**config.mk**
```make
export PLATFORM = sky130hd
export DESIGN_NAME = flash_host_ctrl
export DESIGN_NICKNAME = d
export VERILOG_FILES = /design/src/design/flash_host_pkg.sv /design/src/design/flash_cycle_if.sv /design/src/design/flash_cycle_engine.sv /design/src/design/flash_host_ctrl.sv
export SDC_FILE = /design/constraint.sdc
export NUM_CORES = 1
export LEC_CHECK = 0
export BUFFER_PORTS_ARGS = -buffer_cell sky130_fd_sc_hd__clkbuf_2
export CORE_MARGIN = 3
export CORE_UTILIZATION = 55
export CTS_CLUSTER_SIZE = 14
export DETAILED_ROUTE_END_ITERATION = 6
export PLACE_DENSITY = 0.82
export SYNTH_ARGS = -nofsm -noshare
export SYNTH_HDL_FRONTEND = slang
export SYNTH_HIERARCHICAL = 1
export SYNTH_SLANG_ARGS = --single-unit
```
**constraint.sdc**
```tcl
create_clock -name i_clk -period 7 [get_ports i_clk]
set_input_delay 0.7 -clock i_clk [delete_from_list [all_inputs] [get_ports i_clk]]
set_output_delay 0.7 -clock i_clk [all_outputs]
set_load 0.01 [all_outputs]
```
**src/design/flash_host_pkg.sv**
```systemverilog
`default_nettype none

package flash_host_pkg;

  // ----------------------------------------------------------------
  // Array and bus widths
  // ----------------------------------------------------------------
  localparam int ADDR_W = 17;
  localparam int DATA_W = 8;

  // ----------------------------------------------------------------
  // Command codes written into the device command register, and the erased byte value
  // ----------------------------------------------------------------
  localparam logic [7:0] CODE_READ         = 8'h00;
  localparam logic [7:0] CODE_READ_ALT     = 8'hff;
  localparam logic [7:0] CODE_IDENT        = 8'h90;
  localparam logic [7:0] CODE_IDENT_ALT    = 8'h80;
  localparam logic [7:0] CODE_ERASE        = 8'h20;
  localparam logic [7:0] CODE_ERASE_VERIFY = 8'ha0;
  localparam logic [7:0] CODE_PROGRAM      = 8'h40;
  localparam logic [7:0] CODE_PROG_VERIFY  = 8'hc0;
  localparam logic [7:0] CODE_RESET        = 8'hff;
  localparam logic [7:0] ERASED_BYTE       = 8'hff;

  // ----------------------------------------------------------------
  // Timing
  // ----------------------------------------------------------------
  localparam int CLK_MHZ          = 100;
  localparam int ERASE_TIME_US    = 10000;
  localparam int ERASE_CYCLES     = ERASE_TIME_US * CLK_MHZ;
  localparam int RECOVER_TIME_US  = 6;
  localparam int RECOVER_CYCLES   = RECOVER_TIME_US * CLK_MHZ;
  localparam int PROG_CYCLES      = 1000;
  localparam int PHASE_CYCLES     = 2;
  localparam int READ_WAIT_CYCLES = 6;
  localparam int TIMER_W          = 20;
  localparam int STEP_W           = 3;

  // ----------------------------------------------------------------
  // User operations and sequence actions
  // ----------------------------------------------------------------
  typedef enum logic [2:0] {
    OP_READ         = 3'h0,
    OP_READ_ID      = 3'h1,
    OP_HW_ID        = 3'h2,
    OP_ERASE        = 3'h3,
    OP_ERASE_VERIFY = 3'h4,
    OP_PROGRAM      = 3'h5,
    OP_RESET        = 3'h6
  } op_t;

  typedef enum logic [2:0] {
    ACT_WRITE_CODE = 3'h0,
    ACT_WRITE_DATA = 3'h1,
    ACT_READ       = 3'h2,
    ACT_WAIT_ERASE = 3'h3,
    ACT_WAIT_PROG  = 3'h4,
    ACT_WAIT_REC   = 3'h5,
    ACT_END        = 3'h6
  } act_t;

endpackage : flash_host_pkg

`default_nettype wire

```
**src/design/flash_cycle_if.sv**
```systemverilog
`default_nettype none

interface flash_cycle_if;
  logic                              req_valid;
  logic                              req_write;
  logic [flash_host_pkg::ADDR_W-1:0] req_addr;
  logic [flash_host_pkg::DATA_W-1:0] req_data;
  logic                              ack;
  logic [flash_host_pkg::DATA_W-1:0] rdata;

  modport sequencer (output req_valid, output req_write, output req_addr,
                     output req_data, input ack, input rdata);
  modport engine    (input req_valid, input req_write, input req_addr,
                     input req_data, output ack, output rdata);
endinterface : flash_cycle_if

`default_nettype wire

```
**src/design/flash_cycle_engine.sv**
```systemverilog
`default_nettype none

module flash_cycle_engine (
  input  wire logic                              i_clk,
  input  wire logic                              i_rst,
  flash_cycle_if.engine                          bus,
  input  wire logic [flash_host_pkg::DATA_W-1:0] i_dq,
  output logic      [flash_host_pkg::DATA_W-1:0] o_dq,
  output logic                                   o_dq_oe_n,
  output logic      [flash_host_pkg::ADDR_W-1:0] o_addr,
  output logic                                   o_ce_n,
  output logic                                   o_oe_n,
  output logic                                   o_we_n
);

  // ----------------------------------------------------------------
  // State
  // ----------------------------------------------------------------
  typedef enum logic [4:0] {
    E_IDLE   = 5'b00001,
    E_SETUP  = 5'b00010,
    E_STROBE = 5'b00100,
    E_HOLD   = 5'b01000,
    E_READ   = 5'b10000
  } eng_state_t;

  eng_state_t                        state,  next_state;
  logic [3:0]                        cnt,    next_cnt;
  logic [flash_host_pkg::DATA_W-1:0] dq_meta, dq_sync;
  logic [flash_host_pkg::DATA_W-1:0] next_dq,  next_rdata;
  logic [flash_host_pkg::ADDR_W-1:0] next_addr;
  logic                              next_dq_oe_n, next_ce_n, next_oe_n, next_we_n, next_ack;

  localparam logic [3:0] PHASE_LAST = 4'(flash_host_pkg::PHASE_CYCLES - 1);
  localparam logic [3:0] READ_LAST  = 4'(flash_host_pkg::READ_WAIT_CYCLES - 1);

  // ----------------------------------------------------------------
  // Next values
  // ----------------------------------------------------------------
  always_comb begin
    next_state   = state;
    next_cnt     = cnt + 4'h1;
    next_dq      = o_dq;
    next_dq_oe_n = o_dq_oe_n;
    next_addr    = o_addr;
    next_ce_n    = o_ce_n;
    next_oe_n    = o_oe_n;
    next_we_n    = o_we_n;
    next_ack     = 1'b0;
    next_rdata   = bus.rdata;
    case (state)
      E_IDLE: begin
        next_cnt = 4'h0;
        if (bus.req_valid) begin
          next_addr = bus.req_addr;
          next_dq   = bus.req_data;
          next_ce_n = 1'b0;
          if (bus.req_write) begin
            next_oe_n    = 1'b1;
            next_dq_oe_n = 1'b0;
            next_state   = E_SETUP;
          end else begin
            next_oe_n  = 1'b0;
            next_state = E_READ;
          end
        end
      end
      E_SETUP: begin
        if (cnt == PHASE_LAST) begin
          next_we_n  = 1'b0;
          next_cnt   = 4'h0;
          next_state = E_STROBE;
        end
      end
      E_STROBE: begin
        if (cnt == PHASE_LAST) begin
          next_we_n  = 1'b1;
          next_cnt   = 4'h0;
          next_state = E_HOLD;
        end
      end
      E_HOLD: begin
        if (cnt == PHASE_LAST) begin
          next_ce_n    = 1'b1;
          next_dq_oe_n = 1'b1;
          next_ack     = 1'b1;
          next_state   = E_IDLE;
        end
      end
      E_READ: begin
        // Wait covers access time plus the two sync stages
        if (cnt == READ_LAST) begin
          next_rdata = dq_sync;
          next_ce_n  = 1'b1;
          next_oe_n  = 1'b1;
          next_ack   = 1'b1;
          next_state = E_IDLE;
        end
      end
      default: begin
        next_state = E_IDLE;
      end
    endcase
  end

  // ----------------------------------------------------------------
  // Registers
  // ----------------------------------------------------------------
  always_ff @(posedge i_clk or posedge i_rst) begin
    if (i_rst) begin
      state     <= E_IDLE;
      cnt       <= 4'h0;
      dq_meta   <= 8'h00;
      dq_sync   <= 8'h00;
      o_dq      <= 8'h00;
      o_dq_oe_n <= 1'b1;
      o_addr    <= 17'h00000;
      o_ce_n    <= 1'b1;
      o_oe_n    <= 1'b1;
      o_we_n    <= 1'b1;
      bus.ack   <= 1'b0;
      bus.rdata <= 8'h00;
    end else begin
      state     <= next_state;
      cnt       <= next_cnt;
      dq_meta   <= i_dq;
      dq_sync   <= dq_meta;
      o_dq      <= next_dq;
      o_dq_oe_n <= next_dq_oe_n;
      o_addr    <= next_addr;
      o_ce_n    <= next_ce_n;
      o_oe_n    <= next_oe_n;
      o_we_n    <= next_we_n;
      bus.ack   <= next_ack;
      bus.rdata <= next_rdata;
    end
  end

endmodule : flash_cycle_engine

`default_nettype wire

```
**src/design/flash_host_ctrl.sv**
```systemverilog
`default_nettype none

module flash_host_ctrl #(
  parameter int ERASE_CYCLES = flash_host_pkg::ERASE_CYCLES
) (
  input  wire logic                              i_clk,
  input  wire logic                              i_rst,
  input  wire logic                              i_start,
  input  wire logic [2:0]                        i_op,
  input  wire logic [flash_host_pkg::ADDR_W-1:0] i_addr,
  input  wire logic [flash_host_pkg::DATA_W-1:0] i_data,
  output logic                                   o_busy,
  output logic                                   o_done,
  output logic      [flash_host_pkg::DATA_W-1:0] o_rdata,
  output logic                                   o_verify_ok,
  output logic                                   o_parity_ok,
  output logic                                   o_vpp_high,
  output logic                                   o_id_elevated,
  output logic      [flash_host_pkg::ADDR_W-1:0] o_addr,
  output logic                                   o_ce_n,
  output logic                                   o_oe_n,
  output logic                                   o_we_n,
  input  wire logic [flash_host_pkg::DATA_W-1:0] i_dq,
  output logic      [flash_host_pkg::DATA_W-1:0] o_dq,
  output logic                                   o_dq_oe_n
);

  // ----------------------------------------------------------------
  // Types and state
  // ----------------------------------------------------------------
  typedef enum logic [4:0] {
    M_IDLE  = 5'b00001,
    M_ISSUE = 5'b00010,
    M_BUS   = 5'b00100,
    M_TIMER = 5'b01000,
    M_DONE  = 5'b10000
  } seq_state_t;

  flash_cycle_if cyc ();

  seq_state_t                                     state,   next_state;
  flash_host_pkg::op_t                            op,      next_op;
  logic [flash_host_pkg::STEP_W-1:0]              step,    next_step;
  logic [flash_host_pkg::TIMER_W-1:0]             timer,   next_timer;
  logic [flash_host_pkg::ADDR_W-1:0]              addr,    next_addr;
  logic [flash_host_pkg::DATA_W-1:0]              data,    next_data;
  logic [flash_host_pkg::DATA_W-1:0]              next_rdata;
  logic                                           next_busy, next_done, next_vok, next_pok;
  logic                                           next_vpp, next_elev;
  logic                                           req_valid, next_req_valid;
  logic                                           req_write, next_req_write;
  logic [flash_host_pkg::ADDR_W-1:0]              req_addr,  next_req_addr;
  logic [flash_host_pkg::DATA_W-1:0]              req_data,  next_req_data;
  flash_host_pkg::act_t                           act;
  logic [flash_host_pkg::DATA_W-1:0]              act_code;
  logic [flash_host_pkg::ADDR_W-1:0]              id_addr;
  localparam logic [19:0] TIMER_ERASE = 20'(ERASE_CYCLES - 1);
  localparam logic [19:0] TIMER_PROG  = 20'(flash_host_pkg::PROG_CYCLES - 1);
  localparam logic [19:0] TIMER_REC   = 20'(flash_host_pkg::RECOVER_CYCLES - 1);

  assign cyc.req_valid = req_valid;
  assign cyc.req_write = req_write;
  assign cyc.req_addr  = req_addr;
  assign cyc.req_data  = req_data;

  // ----------------------------------------------------------------
  // Pin cycle engine
  // ----------------------------------------------------------------
  flash_cycle_engine u_engine (
    .i_clk     (i_clk),
    .i_rst     (i_rst),
    .bus       (cyc.engine),
    .i_dq      (i_dq),
    .o_dq      (o_dq),
    .o_dq_oe_n (o_dq_oe_n),
    .o_addr    (o_addr),
    .o_ce_n    (o_ce_n),
    .o_oe_n    (o_oe_n),
    .o_we_n    (o_we_n)
  );

  // ----------------------------------------------------------------
  // Operation sequences
  // ----------------------------------------------------------------
  // other address lines low
  assign id_addr = {16'h0000, addr[0]};

  always_comb begin
    act      = flash_host_pkg::ACT_END;
    act_code = flash_host_pkg::CODE_READ;
    case (op)
      flash_host_pkg::OP_READ: begin
        if (step == 3'h0) act = flash_host_pkg::ACT_WRITE_CODE;
        if (step == 3'h1) act = flash_host_pkg::ACT_READ;
      end
      flash_host_pkg::OP_READ_ID: begin
        act_code = flash_host_pkg::CODE_IDENT;
        if (step == 3'h0) act = flash_host_pkg::ACT_WRITE_CODE;
        if (step == 3'h1) act = flash_host_pkg::ACT_READ;
      end
      flash_host_pkg::OP_HW_ID: begin
        if (step == 3'h0) act = flash_host_pkg::ACT_READ;
      end
      flash_host_pkg::OP_ERASE: begin
        act_code = flash_host_pkg::CODE_ERASE;
        case (step)
          3'h0: act = flash_host_pkg::ACT_WRITE_CODE;
          3'h1: act = flash_host_pkg::ACT_WRITE_CODE;
          3'h2: act = flash_host_pkg::ACT_WAIT_ERASE;
          3'h3: act = flash_host_pkg::ACT_WRITE_DATA;
          3'h4: act = flash_host_pkg::ACT_WAIT_REC;
          3'h5: act = flash_host_pkg::ACT_READ;
          default: act = flash_host_pkg::ACT_END;
        endcase
      end
      flash_host_pkg::OP_ERASE_VERIFY: begin
        case (step)
          3'h0: act = flash_host_pkg::ACT_WRITE_DATA;
          3'h1: act = flash_host_pkg::ACT_WAIT_REC;
          3'h2: act = flash_host_pkg::ACT_READ;
          default: act = flash_host_pkg::ACT_END;
        endcase
      end
      flash_host_pkg::OP_PROGRAM: begin
        act_code = (step == 3'h0) ? flash_host_pkg::CODE_PROGRAM
                                  : flash_host_pkg::CODE_PROG_VERIFY;
        case (step)
          3'h0: act = flash_host_pkg::ACT_WRITE_CODE;
          3'h1: act = flash_host_pkg::ACT_WRITE_DATA;
          3'h2: act = flash_host_pkg::ACT_WAIT_PROG;
          3'h3: act = flash_host_pkg::ACT_WRITE_CODE;
          3'h4: act = flash_host_pkg::ACT_WAIT_REC;
          3'h5: act = flash_host_pkg::ACT_READ;
          default: act = flash_host_pkg::ACT_END;
        endcase
      end
      flash_host_pkg::OP_RESET: begin
        act_code = flash_host_pkg::CODE_RESET;
        if (step == 3'h0 || step == 3'h1) act = flash_host_pkg::ACT_WRITE_CODE;
      end
      default: begin
        act = flash_host_pkg::ACT_END;
      end
    endcase
  end

  // ----------------------------------------------------------------
  // Sequencer next values
  // ----------------------------------------------------------------
  always_comb begin
    next_state     = state;
    next_op        = op;
    next_step      = step;
    next_timer     = timer;
    next_addr      = addr;
    next_data      = data;
    next_rdata     = o_rdata;
    next_busy      = o_busy;
    next_done      = 1'b0;
    next_vok       = o_verify_ok;
    next_pok       = o_parity_ok;
    next_vpp       = o_vpp_high;
    next_elev      = o_id_elevated;
    next_req_valid = 1'b0;
    next_req_write = req_write;
    next_req_addr  = req_addr;
    next_req_data  = req_data;
    case (state)
      M_IDLE: begin
        if (i_start) begin
          next_op    = flash_host_pkg::op_t'(i_op);
          next_addr  = i_addr;
          next_data  = i_data;
          next_step  = 3'h0;
          next_busy  = 1'b1;
          next_vpp   = (i_op != 3'(flash_host_pkg::OP_HW_ID));
          next_elev  = (i_op == 3'(flash_host_pkg::OP_HW_ID));
          next_state = M_ISSUE;
        end
      end
      M_ISSUE: begin
        next_state = M_BUS;
        case (act)
          flash_host_pkg::ACT_WRITE_CODE: begin
            next_req_valid = 1'b1;
            next_req_write = 1'b1;
            next_req_addr  = addr;
            next_req_data  = act_code;
          end
          flash_host_pkg::ACT_WRITE_DATA: begin
            // verify code with address ends erase
            next_req_valid = 1'b1;
            next_req_write = 1'b1;
            next_req_addr  = addr;
            next_req_data  = (op == flash_host_pkg::OP_PROGRAM) ? data
                             : flash_host_pkg::CODE_ERASE_VERIFY;
          end
          flash_host_pkg::ACT_READ: begin
            next_req_valid = 1'b1;
            next_req_write = 1'b0;
            next_req_addr  = (op == flash_host_pkg::OP_READ) ? addr : id_addr;
          end
          flash_host_pkg::ACT_WAIT_ERASE: begin
            // host bounds the erase pulse too
            next_timer = TIMER_ERASE;
            next_state = M_TIMER;
          end
          flash_host_pkg::ACT_WAIT_PROG: begin
            next_timer = TIMER_PROG;
            next_state = M_TIMER;
          end
          flash_host_pkg::ACT_WAIT_REC: begin
            next_timer = TIMER_REC;
            next_state = M_TIMER;
          end
          default: begin
            next_state = M_DONE;
          end
        endcase
      end
      M_BUS: begin
        if (cyc.ack) begin
          next_step = step + 3'h1;
          if (!req_write) begin
            next_rdata = cyc.rdata;
            next_pok   = ^cyc.rdata;
            next_vok   = (op == flash_host_pkg::OP_PROGRAM) ? (cyc.rdata == data)
                         : (op == flash_host_pkg::OP_ERASE
                            || op == flash_host_pkg::OP_ERASE_VERIFY)
                         ? (cyc.rdata == flash_host_pkg::ERASED_BYTE) : 1'b1;
          end
          next_state = M_ISSUE;
        end
      end
      M_TIMER: begin
        next_timer = timer - 20'h00001;
        if (timer == 20'h00000) begin
          next_step  = step + 3'h1;
          next_state = M_ISSUE;
        end
      end
      M_DONE: begin
        // dropping supply returns device to read mode
        next_vpp   = 1'b0;
        next_elev  = 1'b0;
        next_busy  = 1'b0;
        next_done  = 1'b1;
        next_state = M_IDLE;
      end
      default: begin
        next_state = M_IDLE;
      end
    endcase
  end

  // ----------------------------------------------------------------
  // Sequencer registers
  // ----------------------------------------------------------------
  always_ff @(posedge i_clk or posedge i_rst) begin
    if (i_rst) begin
      state         <= M_IDLE;
      op            <= flash_host_pkg::OP_READ;
      step          <= 3'h0;
      timer         <= 20'h00000;
      addr          <= 17'h00000;
      data          <= 8'h00;
      o_rdata       <= 8'h00;
      o_busy        <= 1'b0;
      o_done        <= 1'b0;
      o_verify_ok   <= 1'b0;
      o_parity_ok   <= 1'b0;
      o_vpp_high    <= 1'b0;
      o_id_elevated <= 1'b0;
      req_valid     <= 1'b0;
      req_write     <= 1'b0;
      req_addr      <= 17'h00000;
      req_data      <= 8'h00;
    end else begin
      state         <= next_state;
      op            <= next_op;
      step          <= next_step;
      timer         <= next_timer;
      addr          <= next_addr;
      data          <= next_data;
      o_rdata       <= next_rdata;
      o_busy        <= next_busy;
      o_done        <= next_done;
      o_verify_ok   <= next_vok;
      o_parity_ok   <= next_pok;
      o_vpp_high    <= next_vpp;
      o_id_elevated <= next_elev;
      req_valid     <= next_req_valid;
      req_write     <= next_req_write;
      req_addr      <= next_req_addr;
      req_data      <= next_req_data;
    end
  end

endmodule : flash_host_ctrl

`default_nettype wire

```
==> metrics.md <==
| Metric | Value |
|---|---|
| EDFF count, synth | `0` |
| Initial antenna violation count | `0` |
| DP Cell Count | `between 800 and 900` |
| Cell count after synthesis | `about 600` |
| Hold Worst Slack | `315 ps` |
| Longest Clk Path Bufs | `2` |
| Chip Width | `approximately 120 um` |
| Fin Setup TNS | `0 ps` |
| Final min period | `3750 ps` |
| Fillcell total | `between 900 and 1,000` |
| Nets | `roughly 730` |
| Compound-Gate Fraction of Synth Area | `a little under an eighth` |
| Die ar. | `0.0144 mm^2` |
| Multiplexer share of the synthesized area | `between 10% and 20%` |
| Antenna cell count | `0` |
| Clock network power share | `27.1%` |
| Final slew viol count | `0` |
| Top cells by area, synth | `dfrtp_1, mux2_2, mux2_4` |
| Gr ovfl total | `0` |
| Finished Layout Cells | `roughly 860` |
| FMAX | `267 MHz` |
| Clock Sinks | `between 150 and 200` |
| Routed WL | `approximately 15 mm` |
| Final setup fails | `0` |
| DP Wirelength | `around 10 mm` |
| Net Sw Frac | `33.0%` |
| Startpoint Class | `flop` |
| Port buffer count | `81` |
| Worst-Margin Slew | `between 1000 and 1500 ps` |
| Num rows | `40` |
| Clock Root Buffer | `clkbuf_16` |
| Largest family of logic cells by synthesized area | `simple AND/OR/NAND/NOR gates` |
| Top post-synthesis cells by count | `dfrtp_1, mux2_2, nor2_1` |
| Mapped Nets | `649` |
| Largest net degree at the start of global routing | `about 60` |
| Cell family with most CP delay | `compound AO/OA/AOI/OAI gates` |
| # resized after CTS | `0` |
| First-pass GRT wire length | `about 25 mm` |
| Warnings, synthesis | `6` |
| Area share of and/or/nand/nor cells after synthesis | `between 10% and 20%` |
| P_sw | `roughly 1100 uW` |
| WP depth | `9` |
| Crit Path Max Fanout | `14` |
| Cell breakdown of the critical path | `inv_1, ha_1, and2_1, o311a_1, o2111ai_1, nand2_1, o22ai_1, nor2_1, a221o_1` |
| Vias/cell | `5.82` |
| Final Cycle Share | `between 50% and 60%` |
| PwrDens | `around 400 mW/mm^2` |
| Req. time, crit path | `approximately 7300 ps` |
| Unrepaired setup endpoints after global routing | `no` |
| RD Place Congestion | `slightly above 0.9` |
| CP Launch Point | `step[0]$_DFFE_PP0P_` |
| RR Endpoint | `timer[5]$_DFFE_PP0P_` |
| Async S/R FF share, synth | `100%` |
| Setup Buffers After CTS | `0` |
| Number of CTS-inserted buffers | `17` |
| Cell variety after synth | `66` |
| Max-slew headroom | `between 20% and 30%` |
| Hold Crit Class | `input pin to asynchronous set/reset pin` |
| Pleak | `between 0.003 and 0.004 uW` |
| Worst path arrival time | `approximately 4000 ps` |
| Post-Synth Adder-Cell Area | `roughly 2.1%` |
| Core area | `between 0.01 and 0.015 mm^2` |
| Final hold viol count | `0` |
| 1st-pass router iterations | `7` |
| Peak per-stage delay on the critical path | `between 800 and 900 ps` |
| R2r setup slk | `roughly 3300 ps` |
| Area share of the largest cell type after synthesis | `between 50% and 60%` |
| Worst skew pair latency | `approximately 420 ps` |
| Reg clk slew, reported paths | `~60 ps` |
| Combinational fraction of design power | `between 20% and 30%` |
| Layout cells sized above 1 | `slightly above 30%` |
| Internal | `about 2200 uW` |
| Worst setup EP type | `flop` |
| Predominant post-synthesis flop cell | `dfrtp_1` |
| Pwr Total | `between 3000 and 4000 uW` |
| Initial DRC count | `340` |
| Max_cap viols | `0` |
| Vias in the first global route | `5,050` |
| XOR/XNOR share of the synthesized area | `under 10%` |
| WL/cell | `roughly 18 um` |
| Worst VDD drop | `245 uV` |
| Reg2Reg Depth | `9` |
| TritonCTS clock tree | `done` |
| Final core occ | `66.9%` |
| Clock skew | `roughly 11 ps` |
| Flop pwr share | `about 44%` |
| # DRC | `0` |
| CP bufs+invs | `1` |
| Count leader, synth | `dfrtp_1` |
| # IOs | `between 80 and 90` |
| Worst r2r src | `step[0]$_DFFE_PP0P_` |
| Area of the mapped netlist | `between 0.007 and 0.008 mm^2` |
| H-tree lvl count | `4` |
| Synth area leader | `dfrtp_1` |
| #FFs+latches synth | `160` |
| Syn Area/Cell | `11.9 um^2` |
| Area grow syn2layout | `15.6%` |
| Die H | `between 100 and 150 um` |
| GRT Overall Usage | `about 22%` |
| Initial core utilization | `a little under 60%` |
| ANT nets after route | `0` |
| Hold_buf cts | `0` |
| CP Class | `flop to flop` |
| Via count | `between 4,000 and 5,000` |
| Crit-path slowest cell | `o22ai_1` |
| Seq/Total Area, Yosys | `56.3%` |
| Worst setup path endpoint | `timer[5]$_DFFE_PP0P_` |
| Status | `completed` |
-- registers in the layout, summed over array words and instances (netlist names), 3 cells and up --
register            flops
op                      3
u_engine/o_addr        17
u_engine/cnt            4
u_engine/dq_sync        8
timer                  20
data                    8
cyc.req_data            8
u_engine/dq_meta        8
u_engine/o_dq           8
state                   5
cyc.req_addr           17
u_engine/bus.rdata      8
u_engine/state          5
o_rdata                 8
addr                   17
step                    3
-- cells in the final DEF (no fill, tap or decap), types with 3 or more instances in the layout --
| master | instances |
|---|---|
| dfrtp_1 | 154 |
| clkbuf_2 | 81 |
| mux2_2 | 57 |
| nor2_1 | 46 |
| nand2_1 | 29 |
| o21ai_0 | 27 |
| a21oi_1 | 18 |
| a22o_1 | 17 |
| clkbuf_16 | 17 |
| inv_1 | 16 |
| nand3_1 | 15 |
| mux2_4 | 14 |
| xnor2_1 | 13 |
| nor3_1 | 13 |
| ha_1 | 12 |
| xor2_1 | 11 |
| nand2b_1 | 10 |
| nor4_1 | 8 |
| o22ai_1 | 7 |
| or3_1 | 6 |
| a31oi_1 | 6 |
| dfstp_2 | 6 |
| nand4_1 | 5 |
| nor2b_1 | 5 |
| and2_1 | 5 |
| a21o_1 | 5 |
| o21a_1 | 5 |
| buf_4 | 5 |
| nor3b_1 | 4 |
| o211ai_1 | 4 |
| clkbuf_8 | 4 |
| inv_6 | 4 |
| or2_2 | 3 |
| and3_1 | 3 |
| o21bai_1 | 3 |
| a22oi_1 | 3 |
| clkinvlp_4 | 3 |
-- layout make-up --
type / instances / area [um^2] / area share (%)
clock buffer: 22 / 484 / 5.88
clock inverter: 10 / 97.6 / 1.19
inverter: 18 / 70.1 / 0.851
multi-input combinational: 394 / 2920 / 35.4
sequential: 160 / 4010 / 48.7
tap: 168 / 210 / 2.55
timing repair buffer: 86 / 443 / 5.38
-- power groups by stage --
stage	Combinational [uW]	Sequential, uW	Clock (uW)
2_1_floorplan	705	1410	0
3_3_place_gp	900	1440	0
3_5_place_dp	938	1470	0
4_1_cts	948	1460	912
5_1_grt	1040	1500	951
6_report	943	1460	895
-- metal layers --
metal	GRT usage (%)	routed length, um
met5	0	0
met3	6.60	968
met2	36.5	7520
met4	6.01	97
met1	28.5	6470
-- kinds of logic (layout without fill, tap and decap cells) --
group | after synthesis | after routing
AND/OR/NAND/NOR | 167 | 167
buffers and inverters | 44 | 136
AO/OA/AOI/OAI | 119 | 119
multiplexers | 72 | 72
XOR/XNOR | 24 | 24
flip-flops | 160 | 160
adder cells (fa/ha/maj) | 12 | 12
-- stage by stage --
step	setup WS, ps	cell area (um^2)
4_1_cts	3280	8230
2_1_floorplan	3770	7130
3_3_place_gp	3520	7650
5_1_grt	2860	8230
6_report	3250	8230
3_5_place_dp	3300	7650
-- worst min path at each step --
stage / from / to / slack [ps]
global route: i_rst / cyc.req_data[7]$_DFFE_PP0P_ / 350
detailed placement: u_engine/dq_meta[7]$_DFF_PP0_ / u_engine/dq_sync[7]$_DFF_PP0_ / 330
floorplan: u_engine/dq_meta[0]$_DFF_PP0_ / u_engine/dq_sync[0]$_DFF_PP0_ / 330
finish: i_rst / o_rdata[1]$_DFFE_PP0P_ / 320
CTS: i_rst / cyc.req_data[7]$_DFFE_PP0P_ / 330
global placement: u_engine/dq_meta[2]$_DFF_PP0_ / u_engine/dq_sync[2]$_DFF_PP0_ / 330
(Power assumes the default switching activity.)
